$ cat src/hw/adcp_pkg.sv
// Shared constants for the converter output control block.
// Assumes a single 40 MHz system clock; no register bus.
package adcp_pkg;

	// ==========================================================
	// Word layout and pipeline
	localparam int RESULT_WIDTH   = 14;
	localparam int INPUT_WIDTH    = RESULT_WIDTH + 1;
	localparam int PIPE_LATENCY   = 5;

	// Signed full-scale limits of the modelled analog input, in LSB
	localparam logic signed [INPUT_WIDTH-1:0] IN_MAX = 15'sh1FFF;
	localparam logic signed [INPUT_WIDTH-1:0] IN_MIN = -15'sh2000;

	// ==========================================================
	// Four-level format pin, quantised to two bits
	localparam logic [1:0] MODE_GND        = 2'h0;
	localparam logic [1:0] MODE_THIRD      = 2'h1;
	localparam logic [1:0] MODE_TWO_THIRDS = 2'h2;
	localparam logic [1:0] MODE_SUPPLY     = 2'h3;

	// ==========================================================
	// Power states, one-hot
	typedef enum logic [3:0] {
		ADCP_ACTIVE   = 4'h1,
		ADCP_QUIET    = 4'h2,
		ADCP_NAP      = 4'h4,
		ADCP_SLEEP    = 4'h8
	} adcp_power_e;

	localparam logic [RESULT_WIDTH-1:0] RESULT_RESET = 14'h0000;

endpackage

$ cat src/hw/adcp_pipe_if.sv
// Carrier between the control top and its conversion pipeline.
// Assumes both ends run on the same clock.
`timescale 1ns/1ps
interface adcp_pipe_if #(
	parameter int WIDTH = 14
);
	logic             advance;
	logic             clear;
	logic [WIDTH-1:0] inWord;
	logic             inFlag;
	logic [WIDTH-1:0] outWord;
	logic             outFlag;

	modport src (
		output advance,
		output clear,
		output inWord,
		output inFlag,
		input  outWord,
		input  outFlag
	);

	modport pipe (
		input  advance,
		input  clear,
		input  inWord,
		input  inFlag,
		output outWord,
		output outFlag
	);
endinterface

$ cat src/hw/adcp_output_control.sv
// Digital side of a pipelined sampling converter: sampling, format, power and output drive.
// Assumes all inputs except rst_n, including the sample clock, are synchronous to mclk.
`timescale 1ns/1ps
module adcp_output_control
	import adcp_pkg::*;
#(
	parameter int WIDTH   = RESULT_WIDTH,
	parameter int LATENCY = PIPE_LATENCY
) (
	input  wire logic                          mclk,
	input  wire logic                          rst_n,
	input  wire logic                          sampleClock,
	input  wire logic signed [INPUT_WIDTH-1:0] analogIn,
	input  wire logic                          power_down_select,
	input  wire logic                          outputEnable_n,
	input  wire logic [1:0]                    formatMode,
	output logic [WIDTH-1:0]                   conversion_result_bus,
	output logic [WIDTH-1:0]                   resultOe,
	output logic                               range_exceeded_flag,
	output logic                               flagOe,
	output logic                               twosComplement,
	output logic                               stabilizerOn,
	output logic [3:0]                         powerState
);

	// ==========================================================
	// Reset release
	logic rstMeta_n;
	logic rstSync_n;

	always_ff @(posedge mclk or negedge rst_n) begin
		if (!rst_n) begin
			rstMeta_n <= 1'b0;
			rstSync_n <= 1'b0;
		end else begin
			rstMeta_n <= 1'b1;
			rstSync_n <= rstMeta_n;
		end
	end

	// ==========================================================
	// Power state and format decode
	adcp_power_e power;
	adcp_power_e next_power;
	logic        next_twos;
	logic        next_stab;

	always_comb begin
		case ({power_down_select, outputEnable_n})
			2'b00:   next_power = ADCP_ACTIVE;
			2'b01:   next_power = ADCP_QUIET;
			2'b10:   next_power = ADCP_NAP;
			2'b11:   next_power = ADCP_SLEEP;
			default: next_power = ADCP_SLEEP;
		endcase
		case (formatMode)
			MODE_GND: begin
				next_twos = 1'b0;
				next_stab = 1'b0;
			end
			MODE_THIRD: begin
				next_twos = 1'b0;
				next_stab = 1'b1;
			end
			MODE_TWO_THIRDS: begin
				next_twos = 1'b1;
				next_stab = 1'b1;
			end
			MODE_SUPPLY: begin
				next_twos = 1'b1;
				next_stab = 1'b0;
			end
			default: begin
				next_twos = 1'b0;
				next_stab = 1'b0;
			end
		endcase
	end

	always_ff @(posedge mclk or negedge rstSync_n) begin
		if (!rstSync_n) begin
			power          <= ADCP_SLEEP;
			twosComplement <= 1'b0;
			stabilizerOn   <= 1'b0;
		end else begin
			power          <= next_power;
			twosComplement <= next_twos;
			stabilizerOn   <= next_stab;
		end
	end

	// ==========================================================
	// Sample edge, track and hold
	// Nap and sleep stop conversion; sleep also flushes the pipeline.
	logic                          prevClock;
	logic signed [INPUT_WIDTH-1:0] held;
	logic signed [INPUT_WIDTH-1:0] next_held;
	logic                          converting;
	logic                          sampleEdge;

	assign converting = (power == ADCP_ACTIVE) || (power == ADCP_QUIET);
	assign sampleEdge = sampleClock && !prevClock && converting;

	always_comb begin
		next_held = held;
		if (!sampleClock) begin
			next_held = analogIn;
		end
	end

	always_ff @(posedge mclk or negedge rstSync_n) begin
		if (!rstSync_n) begin
			prevClock <= 1'b0;
			held      <= '0;
		end else begin
			prevClock <= sampleClock;
			held      <= next_held;
		end
	end

	// ==========================================================
	// Quantise the frozen sample to offset binary with range flag
	logic                          overRange;
	logic signed [INPUT_WIDTH-1:0] clamped;
	logic [WIDTH-1:0]              offsetCode;

	always_comb begin
		overRange = 1'b0;
		clamped   = held;
		if (held > IN_MAX) begin
			overRange = 1'b1;
			clamped   = IN_MAX;
		end else if (held < IN_MIN) begin
			overRange = 1'b1;
			clamped   = IN_MIN;
		end
		offsetCode = {~clamped[WIDTH-1], clamped[WIDTH-2:0]};
	end

	// ==========================================================
	// Held sample behind the launch edge
	// The held word enters the first stage on the next launch, so the
	// five stages behind it give five sample edges of latency, not four.
	logic [WIDTH-1:0] frozenWord;
	logic             frozenFlag;
	logic [WIDTH-1:0] next_frozenWord;
	logic             next_frozenFlag;

	always_comb begin
		next_frozenWord = frozenWord;
		next_frozenFlag = frozenFlag;
		if (power == ADCP_SLEEP) begin
			next_frozenWord = '0;
			next_frozenFlag = 1'b0;
		end else if (sampleEdge) begin
			next_frozenWord = offsetCode;
			next_frozenFlag = overRange;
		end
	end

	always_ff @(posedge mclk or negedge rstSync_n) begin
		if (!rstSync_n) begin
			frozenWord <= '0;
			frozenFlag <= 1'b0;
		end else begin
			frozenWord <= next_frozenWord;
			frozenFlag <= next_frozenFlag;
		end
	end

	adcp_pipe_if #(.WIDTH(WIDTH)) pipeBus ();

	assign pipeBus.advance = sampleEdge;
	assign pipeBus.clear   = (power == ADCP_SLEEP);
	assign pipeBus.inWord  = frozenWord;
	assign pipeBus.inFlag  = frozenFlag;

	adcp_pipeline #(
		.WIDTH (WIDTH),
		.DEPTH (LATENCY)
	) u_pipeline (
		.clk       (mclk),
		.rstSync_n (rstSync_n),
		.pipe      (pipeBus)
	);

	// ==========================================================
	// Output word, flag and drive enables
	// Word and flag change in the same cycle so a capture sees one sample.
	logic [WIDTH-1:0] next_result;
	logic             next_flag;
	logic             next_drive;

	always_comb begin
		next_result = pipeBus.outWord;
		if (twosComplement) begin
			next_result[WIDTH-1] = ~pipeBus.outWord[WIDTH-1];
		end
		next_flag  = pipeBus.outFlag;
		next_drive = (power == ADCP_ACTIVE);
	end

	always_ff @(posedge mclk or negedge rstSync_n) begin
		if (!rstSync_n) begin
			conversion_result_bus <= RESULT_RESET;
			range_exceeded_flag   <= 1'b0;
			resultOe              <= '0;
			flagOe                <= 1'b0;
			powerState            <= ADCP_SLEEP;
		end else begin
			conversion_result_bus <= next_result;
			range_exceeded_flag   <= next_flag;
			resultOe              <= {WIDTH{next_drive}};
			flagOe                <= next_drive;
			powerState            <= next_power;
		end
	end

endmodule

$ cat src/hw/adcp_pipeline.sv
// Fixed-latency conversion pipeline: word and flag move one stage per sample edge.
// Assumes advance is a one-cycle pulse and rstSync_n is already synchronised.
`timescale 1ns/1ps
module adcp_pipeline
	import adcp_pkg::*;
#(
	parameter int WIDTH = RESULT_WIDTH,
	parameter int DEPTH = PIPE_LATENCY
) (
	input  wire logic clk,
	input  wire logic rstSync_n,
	adcp_pipe_if.pipe pipe
);

	logic [WIDTH-1:0] stageWord [DEPTH];
	logic             stageFlag [DEPTH];

	// ==========================================================
	// Stages
	genvar i;
	generate
		for (i = 0; i < DEPTH; i++) begin : g_stage
			logic [WIDTH-1:0] next_word;
			logic             next_flag;
			logic [WIDTH-1:0] srcWord;
			logic             srcFlag;

			if (i == 0) begin : g_head
				assign srcWord = pipe.inWord;
				assign srcFlag = pipe.inFlag;
			end else begin : g_body
				assign srcWord = stageWord[i-1];
				assign srcFlag = stageFlag[i-1];
			end

			always_comb begin
				next_word = stageWord[i];
				next_flag = stageFlag[i];
				if (pipe.clear) begin
					next_word = '0;
					next_flag = 1'b0;
				end else if (pipe.advance) begin
					next_word = srcWord;
					next_flag = srcFlag;
				end
			end

			always_ff @(posedge clk or negedge rstSync_n) begin
				if (!rstSync_n) begin
					stageWord[i] <= '0;
					stageFlag[i] <= 1'b0;
				end else begin
					stageWord[i] <= next_word;
					stageFlag[i] <= next_flag;
				end
			end
		end
	endgenerate

	assign pipe.outWord = stageWord[DEPTH-1];
	assign pipe.outFlag = stageFlag[DEPTH-1];

endmodule

$ cat config.mk
export PLATFORM = sky130hd
export DESIGN_NAME = adcp_output_control
export DESIGN_NICKNAME = d
export VERILOG_FILES = /design/src/hw/adcp_pkg.sv /design/src/hw/adcp_pipe_if.sv /design/src/hw/adcp_output_control.sv /design/src/hw/adcp_pipeline.sv
export SDC_FILE = /design/constraint.sdc
export NUM_CORES = 1
export LEC_CHECK = 0
export BUFFER_PORTS_ARGS = -buffer_cell sky130_fd_sc_hd__buf_2
export CAP_MARGIN = 30
export CORE_ASPECT_RATIO = 1.5
export CORE_MARGIN = 3
export CORE_UTILIZATION = 60
export DETAILED_ROUTE_END_ITERATION = 12
export PLACE_DENSITY = 0.79
export SYNTH_ARGS = -nofsm -noshare
export SYNTH_HDL_FRONTEND = slang
export SYNTH_SLANG_ARGS = --single-unit
$ cat constraint.sdc
create_clock -name mclk -period 11 [get_ports mclk]
set_clock_uncertainty 0.2 [all_clocks]
set_input_delay 0.55 -clock mclk [delete_from_list [all_inputs] [get_ports mclk]]
set_output_delay 0.55 -clock mclk [all_outputs]
set_load 0.05 [all_outputs]
=== Word level (Yosys, flattened, before mapping) ===
Cells that the tools add are included.

* Register bits: 131
* Input port bits: 22
* Output and inout port bits: 36
* Logic and storage cells: 79

* $lt $le $gt $ge: 2
* Equality and inequality tests: 9
* Mux-type cells: 32
* Bitwise gates (word level): 2
* Reduce and logical (&&, ||, !) cells: 11

{| class="wikitable"
|+ Operators with widths
! operator !! count
|-
| $mux W14 || 14
|-
| $pmux W4 S4 || 1
|-
| $gt A15 B14 Y1 const B || 1
|-
| $lt A15 B14 Y1 const B || 1
|-
| $mux W1 || 15
|-
| $eq A2 B2 Y1 const B || 4
|-
| $reduce_or A2 Y1 || 4
|-
| $eq A2 B1 Y1 const B || 2
|-
| $eq A4 B1 Y1 const B || 1
|-
| $eq A4 B2 Y1 const B || 1
|-
| $eq A4 B4 Y1 const B || 1
|-
| $logic_not A2 Y1 || 2
|-
| $pmux W1 S2 || 2
|-
| $logic_and A1 B1 Y1 || 2
|-
| $not A1 Y1 || 2
|-
| $reduce_bool A2 Y1 || 1
|-
| $logic_not A1 Y1 || 1
|-
| $logic_or A1 B1 Y1 || 1
|}

=== Depth between registers and ports, before layout ===
* Depth in word-level cells: 6
* Gate-level depth with buffers: 7
* Mapped depth without buffers: 3

=== Cells and area by module ===
From an unflattened synthesis, not the netlist that was laid out.

* Cell total of the unflattened synthesis: 398
* Area, all modules: 5241.3 µm²

{| class="wikitable"
|+ Modules (own cells, without submodules)
! module !! instances !! cells an instance !! area each (µm²) !! seq. area each (µm²)
|-
| adcp_pipeline || 1 || 242 || 3088.0 || 1876.8
|-
| adcp_output_control || 1 || 156 || 2153.3 || 1377.6
|}

=== Worst setup path after synthesis ===
OpenSTA, ideal clock, no wires.

* Path kind: flip-flop to flip-flop
* Start point: register powerState[3] (netlist name)
* End point: register u_pipeline.stageFlag, in the netlist u_pipeline.g_stage[1].srcFlag
* Library setup time: 0.127 ns
* Arrival: 1.661 ns
* Required time: 10.673 ns
* Setup slack: 9.011 ns
* Stages on the path, launching flop included: 6
* Path buffers: 2
* Clock period less this slack: 1.989 ns
* Cell sequence: dfstp_2 -> or4b_1 -> buf_2 -> clkbuf_1 -> nand4_1 -> o21ai_0

{| class="wikitable"
|+ RTL lines
! item !! line !! source
|-
| to (signal, indexed assignment) || adcp_pipeline.sv:54 || <nowiki>stageFlag[i] <= next_flag;</nowiki>
|-
| to (decl) || adcp_pipeline.sv:16 || <nowiki>logic stageFlag [DEPTH];</nowiki>
|}

=== Final worst setup path ===
* Start point: input sampleClock
* End point: register frozenWord[8]

* Word-level cells in the longest chain between the ends: 3

{| class="wikitable"
|+ RTL lines
! item !! line !! source
|-
| from (decl) || adcp_output_control.sv:12 || <nowiki>input wire logic sampleClock,</nowiki>
|-
| $logic_and A1 B1 Y1 (2 in a row) || adcp_output_control.sv:102 || <nowiki>assign sampleEdge = sampleClock && !prevClock && converting;</nowiki>
|-
| $reduce_bool A2 Y1 (no line) || - ||
|-
| to (signal assigned) || adcp_output_control.sv:166 || <nowiki>frozenWord <= next_frozenWord;</nowiki>
|-
| to (decl) || adcp_output_control.sv:144 || <nowiki>logic [WIDTH-1:0] frozenWord;</nowiki>
|}

Every way passes these cells.
A chain may end at the register's enable or synchronous reset.

==> flow_metrics.py <==
metrics = {
    "global_routing": {
        "grt_max_degree": 92,
        "grtUsageTotal_pct": 21.4,
        "grt_pass1_vias": 3532,
        "grt-ovfl-total": 0,
        "antenna_found_initial": 0,
        "grt_pass1_wl_um": 16100,
    },
    "place": {
        "gp_congestion": 0.754,
        "dp_cells": 603,
        "dp_hpwl_um": 5330,
        "portBuffers": 57,
    },
    "yosys": {
        "synth_top_area_cell": "dfrtp_1",
        "yosys-mux-area-fraction_pct": 5.18,
        "synth_seq_cells": 130,
        "synth_edf_count": 0,
        "seq_area_frac_synth_pct": 62.6,
        "synth_ff_type": "dfrtp_1",
        "yosysTopAreaCellShare_pct": 62.1,
        "synth.avg_cell_area_um2": 10.6,
        "synthesis.nets": 513,
        "synth_compound_area_share_pct": 10.7,
        "syn_inst": 489,
        "synth_top_family_by_area": "simple AND/OR/NAND/NOR gates",
        "synth_fa_ha_area_share_pct": 0.481,
        "yosysWarnings": 0,
        "yosys-top-cells-area": "dfrtp_1, o21ai_0, nand3_1, nand2_1, mux2_2",
        "syn-cell-area_um2": 5200,
        "synthSimpleGateAreaFrac_pct": 14.9,
        "synthXorXnorAreaFrac_pct": 0.337,
        "ys_async_sr_fraction_pct": 100,
        "ys_types": 30,
    },
    "power_and_ir_drop": {
        "p_leak_nw": 2.77,
        "p_per_area_nw_per_um2": 192,
        "power_w": 0.00115,
        "cell_internal_pwr_w": 0.000874,
        "ir_worst_vdd_mv": 0.114,
        "switchingPower_w": 0.000274,
        "p_comb_share_pct": 8.5,
        "power_switching_share_pct": 23.9,
        "power_frac_seq_pct": 47.0,
        "clockPowerShare_pct": 44.6,
    },
    "setup_path": {
        "required_ns": 11.12,
        "crit_top_cell": "buf_4",
        "cp.depth": 6,
        "setup.worst_path.end_class": "flop",
        "crit_family": "buffers and inverters",
        "start_kind": "input port",
        "worstPathArrival_ns": 3.31,
        "cp_max_fo": 81,
        "crit_buf_inv": 3,
        "slowest_stage": "and2_2",
        "critPathMaxStageDelay_ns": 0.76,
        "crit_type": "input port to flop",
        "crit_chain": "buf_2 > nor4b_4 > buf_4 > and2_2 > buf_4 > mux2i_1",
        "reg2regPathDepth": 5,
    },
    "sta": {
        "holdWs_ns": 0.112,
        "fin_crit_ns": 3.18,
        "rsz0062_at_grt": "no",
        "finalSetupTns_ns": 0,
        "drv_slew": 0,
        "worst_pin_slew_ns": 0.860,
        "hold_viol_final": 0,
        "clock.fmax_mhz": 314,
        "setup_violations": 0,
        "finalCritPeriodShare_pct": 28.9,
        "relSlewSlack_pct": 42.6,
    },
    "clock_network": {
        "cts_buffer_depth": 2,
        "cts_sinks": 130,
        "numCtsBuffers": 17,
        "root_buffer": "clkbuf_16",
        "clock_latency_ns": 0.41,
        "htreeDepth": 4,
        "clkTransAtPathRegs_ns": 0.05,
        "cts_tree": "done",
    },
    "route": {
        "routedWlPerCell_um": 14.6,
        "drtIter0Drc": 428,
        "ant_nets": 0,
        "viasPerCell": 5.74,
        "drc": 0,
        "dr.pass1.iters": 8,
        "wirelength_um": 9270,
        "vias": 3652,
    },
    "finish": {
        "drive_gt1_share_pct": 22.3,
        "syn2layout_area_growth_pct": 15.3,
        "final_cell_count_no_fill": 636,
        "nNetsFinal": 540,
        "diodes": 0,
    },
    "floorplanning": {
        "die_area_um2": 9840,
        "chipHeight_um": 120,
        "die_w_um": 82.0,
        "core_area_um2": 8410,
        "rows": 41,
        "start_util_pct": 61.8,
        "num_io_pins": 58,
    },
    "min_path": {
        "hold_class": "flop to async pin",
    },
    "flow_run": {
        "cap_violations": 0,
    },
    "status": {
        "status": "completed",
    },
}
[synthesized netlist by cell type, types with 3 or more instances]
library cell	count
o2111ai_1	8
mux2_2	15
clkbuf_1	24
nor2b_1	3
buf_1	3
buf_2	6
nand2_1	89
mux2i_1	10
inv_1	3
clkbuf_2	7
o21ai_0	84
buf_4	15
a21bo_2	5
nand3_1	70
dfrtp_1	129
[final cells by class]
cell class	instances	area, µm²
clock buffer	28	537
clock inverter	4	20.0
fill	623	2420
inverter	3	11.3
multi-input combinational	300	1670
sequential	130	3260
tap	107	134
timing repair buffer	64	360
[cells in the final DEF (no fill, tap or decap)]
cell type,count
clkinv_2,4
xor2_1,1
buf_4,5
clkbuf_1,4
and2_1,1
a22oi_1,1
nor4b_4,1
nand2_1,89
clkbuf_8,7
or2_2,1
nand3_1,70
nor4b_1,1
buf_16,1
dfstp_2,1
or4b_2,1
clkbuf_16,17
nor2_1,1
o2111ai_1,8
xor2_4,1
nand4_1,1
dfrtp_4,1
mux2i_1,10
conb_1,1
ha_1,2
a31oi_1,1
dlygate4sd3_1,1
inv_1,3
a21bo_2,5
mux2_2,15
o21ai_0,84
nand2b_1,1
and2_2,1
dfrtp_1,128
buf_2,57
nor2b_1,3
[power groups by stage]
stage / combinational, W / sequential [W] / clock (W)
2_1_floorplan: 0.0000648 / 0.000554 / 0
3_3_place_gp: 0.0000931 / 0.000544 / 0
3_5_place_dp: 0.0000974 / 0.000546 / 0
4_1_cts: 0.0000987 / 0.000539 / 0.000520
5_1_grt: 0.000109 / 0.000543 / 0.000543
6_report: 0.0000972 / 0.000539 / 0.000511
[what timing repair did]
| item | CTS | global route |
|---|---|---|
| gates resized for setup | 0 | 0 |
| endpoints found under the hold margin | 2 | 0 |
| setup buffers | 0 | 0 |
| hold buffers | 1 | 0 |
[layer usage]
metal	vias up	GRT usage [%]	share of wire (%)
li1	1711	-	-
met1	1839	27.3	40
met2	87	33.5	54
met3	15	6.83	4.8
met4	0	9.04	1.8
met5	-	0	0
[final timing paths]
| path | to | slack, ns | startpoint |
|---|---|---|---|
| setup / recovery | frozenWord[8] | 7.82 | sampleClock |
| hold / removal | stabilizerOn | 0.11 | rstSync_n |
| setup reg to reg | frozenWord[8] | 7.85 | prevClock |
| hold reg to reg | stabilizerOn | 0.11 | rstSync_n |
| max in group asynchronous | u_pipeline.g_stage[4].srcWord[0] | 9.34 | rstSync_n |
| min in group mclk | powerState[0] | 0.13 | outputEnable_n |
[registers in the layout (all words and copies together) (netlist names)]
register and cells:
conversion_result_bus 14, flagOe 1, frozenFlag 1, frozenWord 14, held 15, powerState 4
prevClock 1, range_exceeded_flag 1, rstMeta_n 1, rstSync_n 1, stabilizerOn 1, twosComplement 1
u_pipeline.g_stage.srcFlag 4, u_pipeline.g_stage.srcWord 56, u_pipeline.pipe.outFlag 1, u_pipeline.pipe.outWord 14
[cell families (layout without fill, tap and decap cells)]
kind of cell / count (synthesis) / count (layout)
buf+inv: 59 / 99
mux: 25 / 25
flops: 130 / 130
xor+xnor: 2 / 2
compound gates: 99 / 99
fa+ha+maj: 2 / 2
simple gates: 171 / 171
other cells: 1 / 1
[stage by stage]
step / setup WS [ns] / util [%] / instance area, µm²
global route: 7.56 / 71.2 / 5990
finish: 7.82 / 71.2 / 5990
detailed placement: 7.40 / 64.5 / 5420
CTS: 7.80 / 71.2 / 5990
global placement: 7.47 / 64.1 / 5400
floorplan: 6.91 / - / 5200
Note: power is estimated with default switching activity, not from simulation.
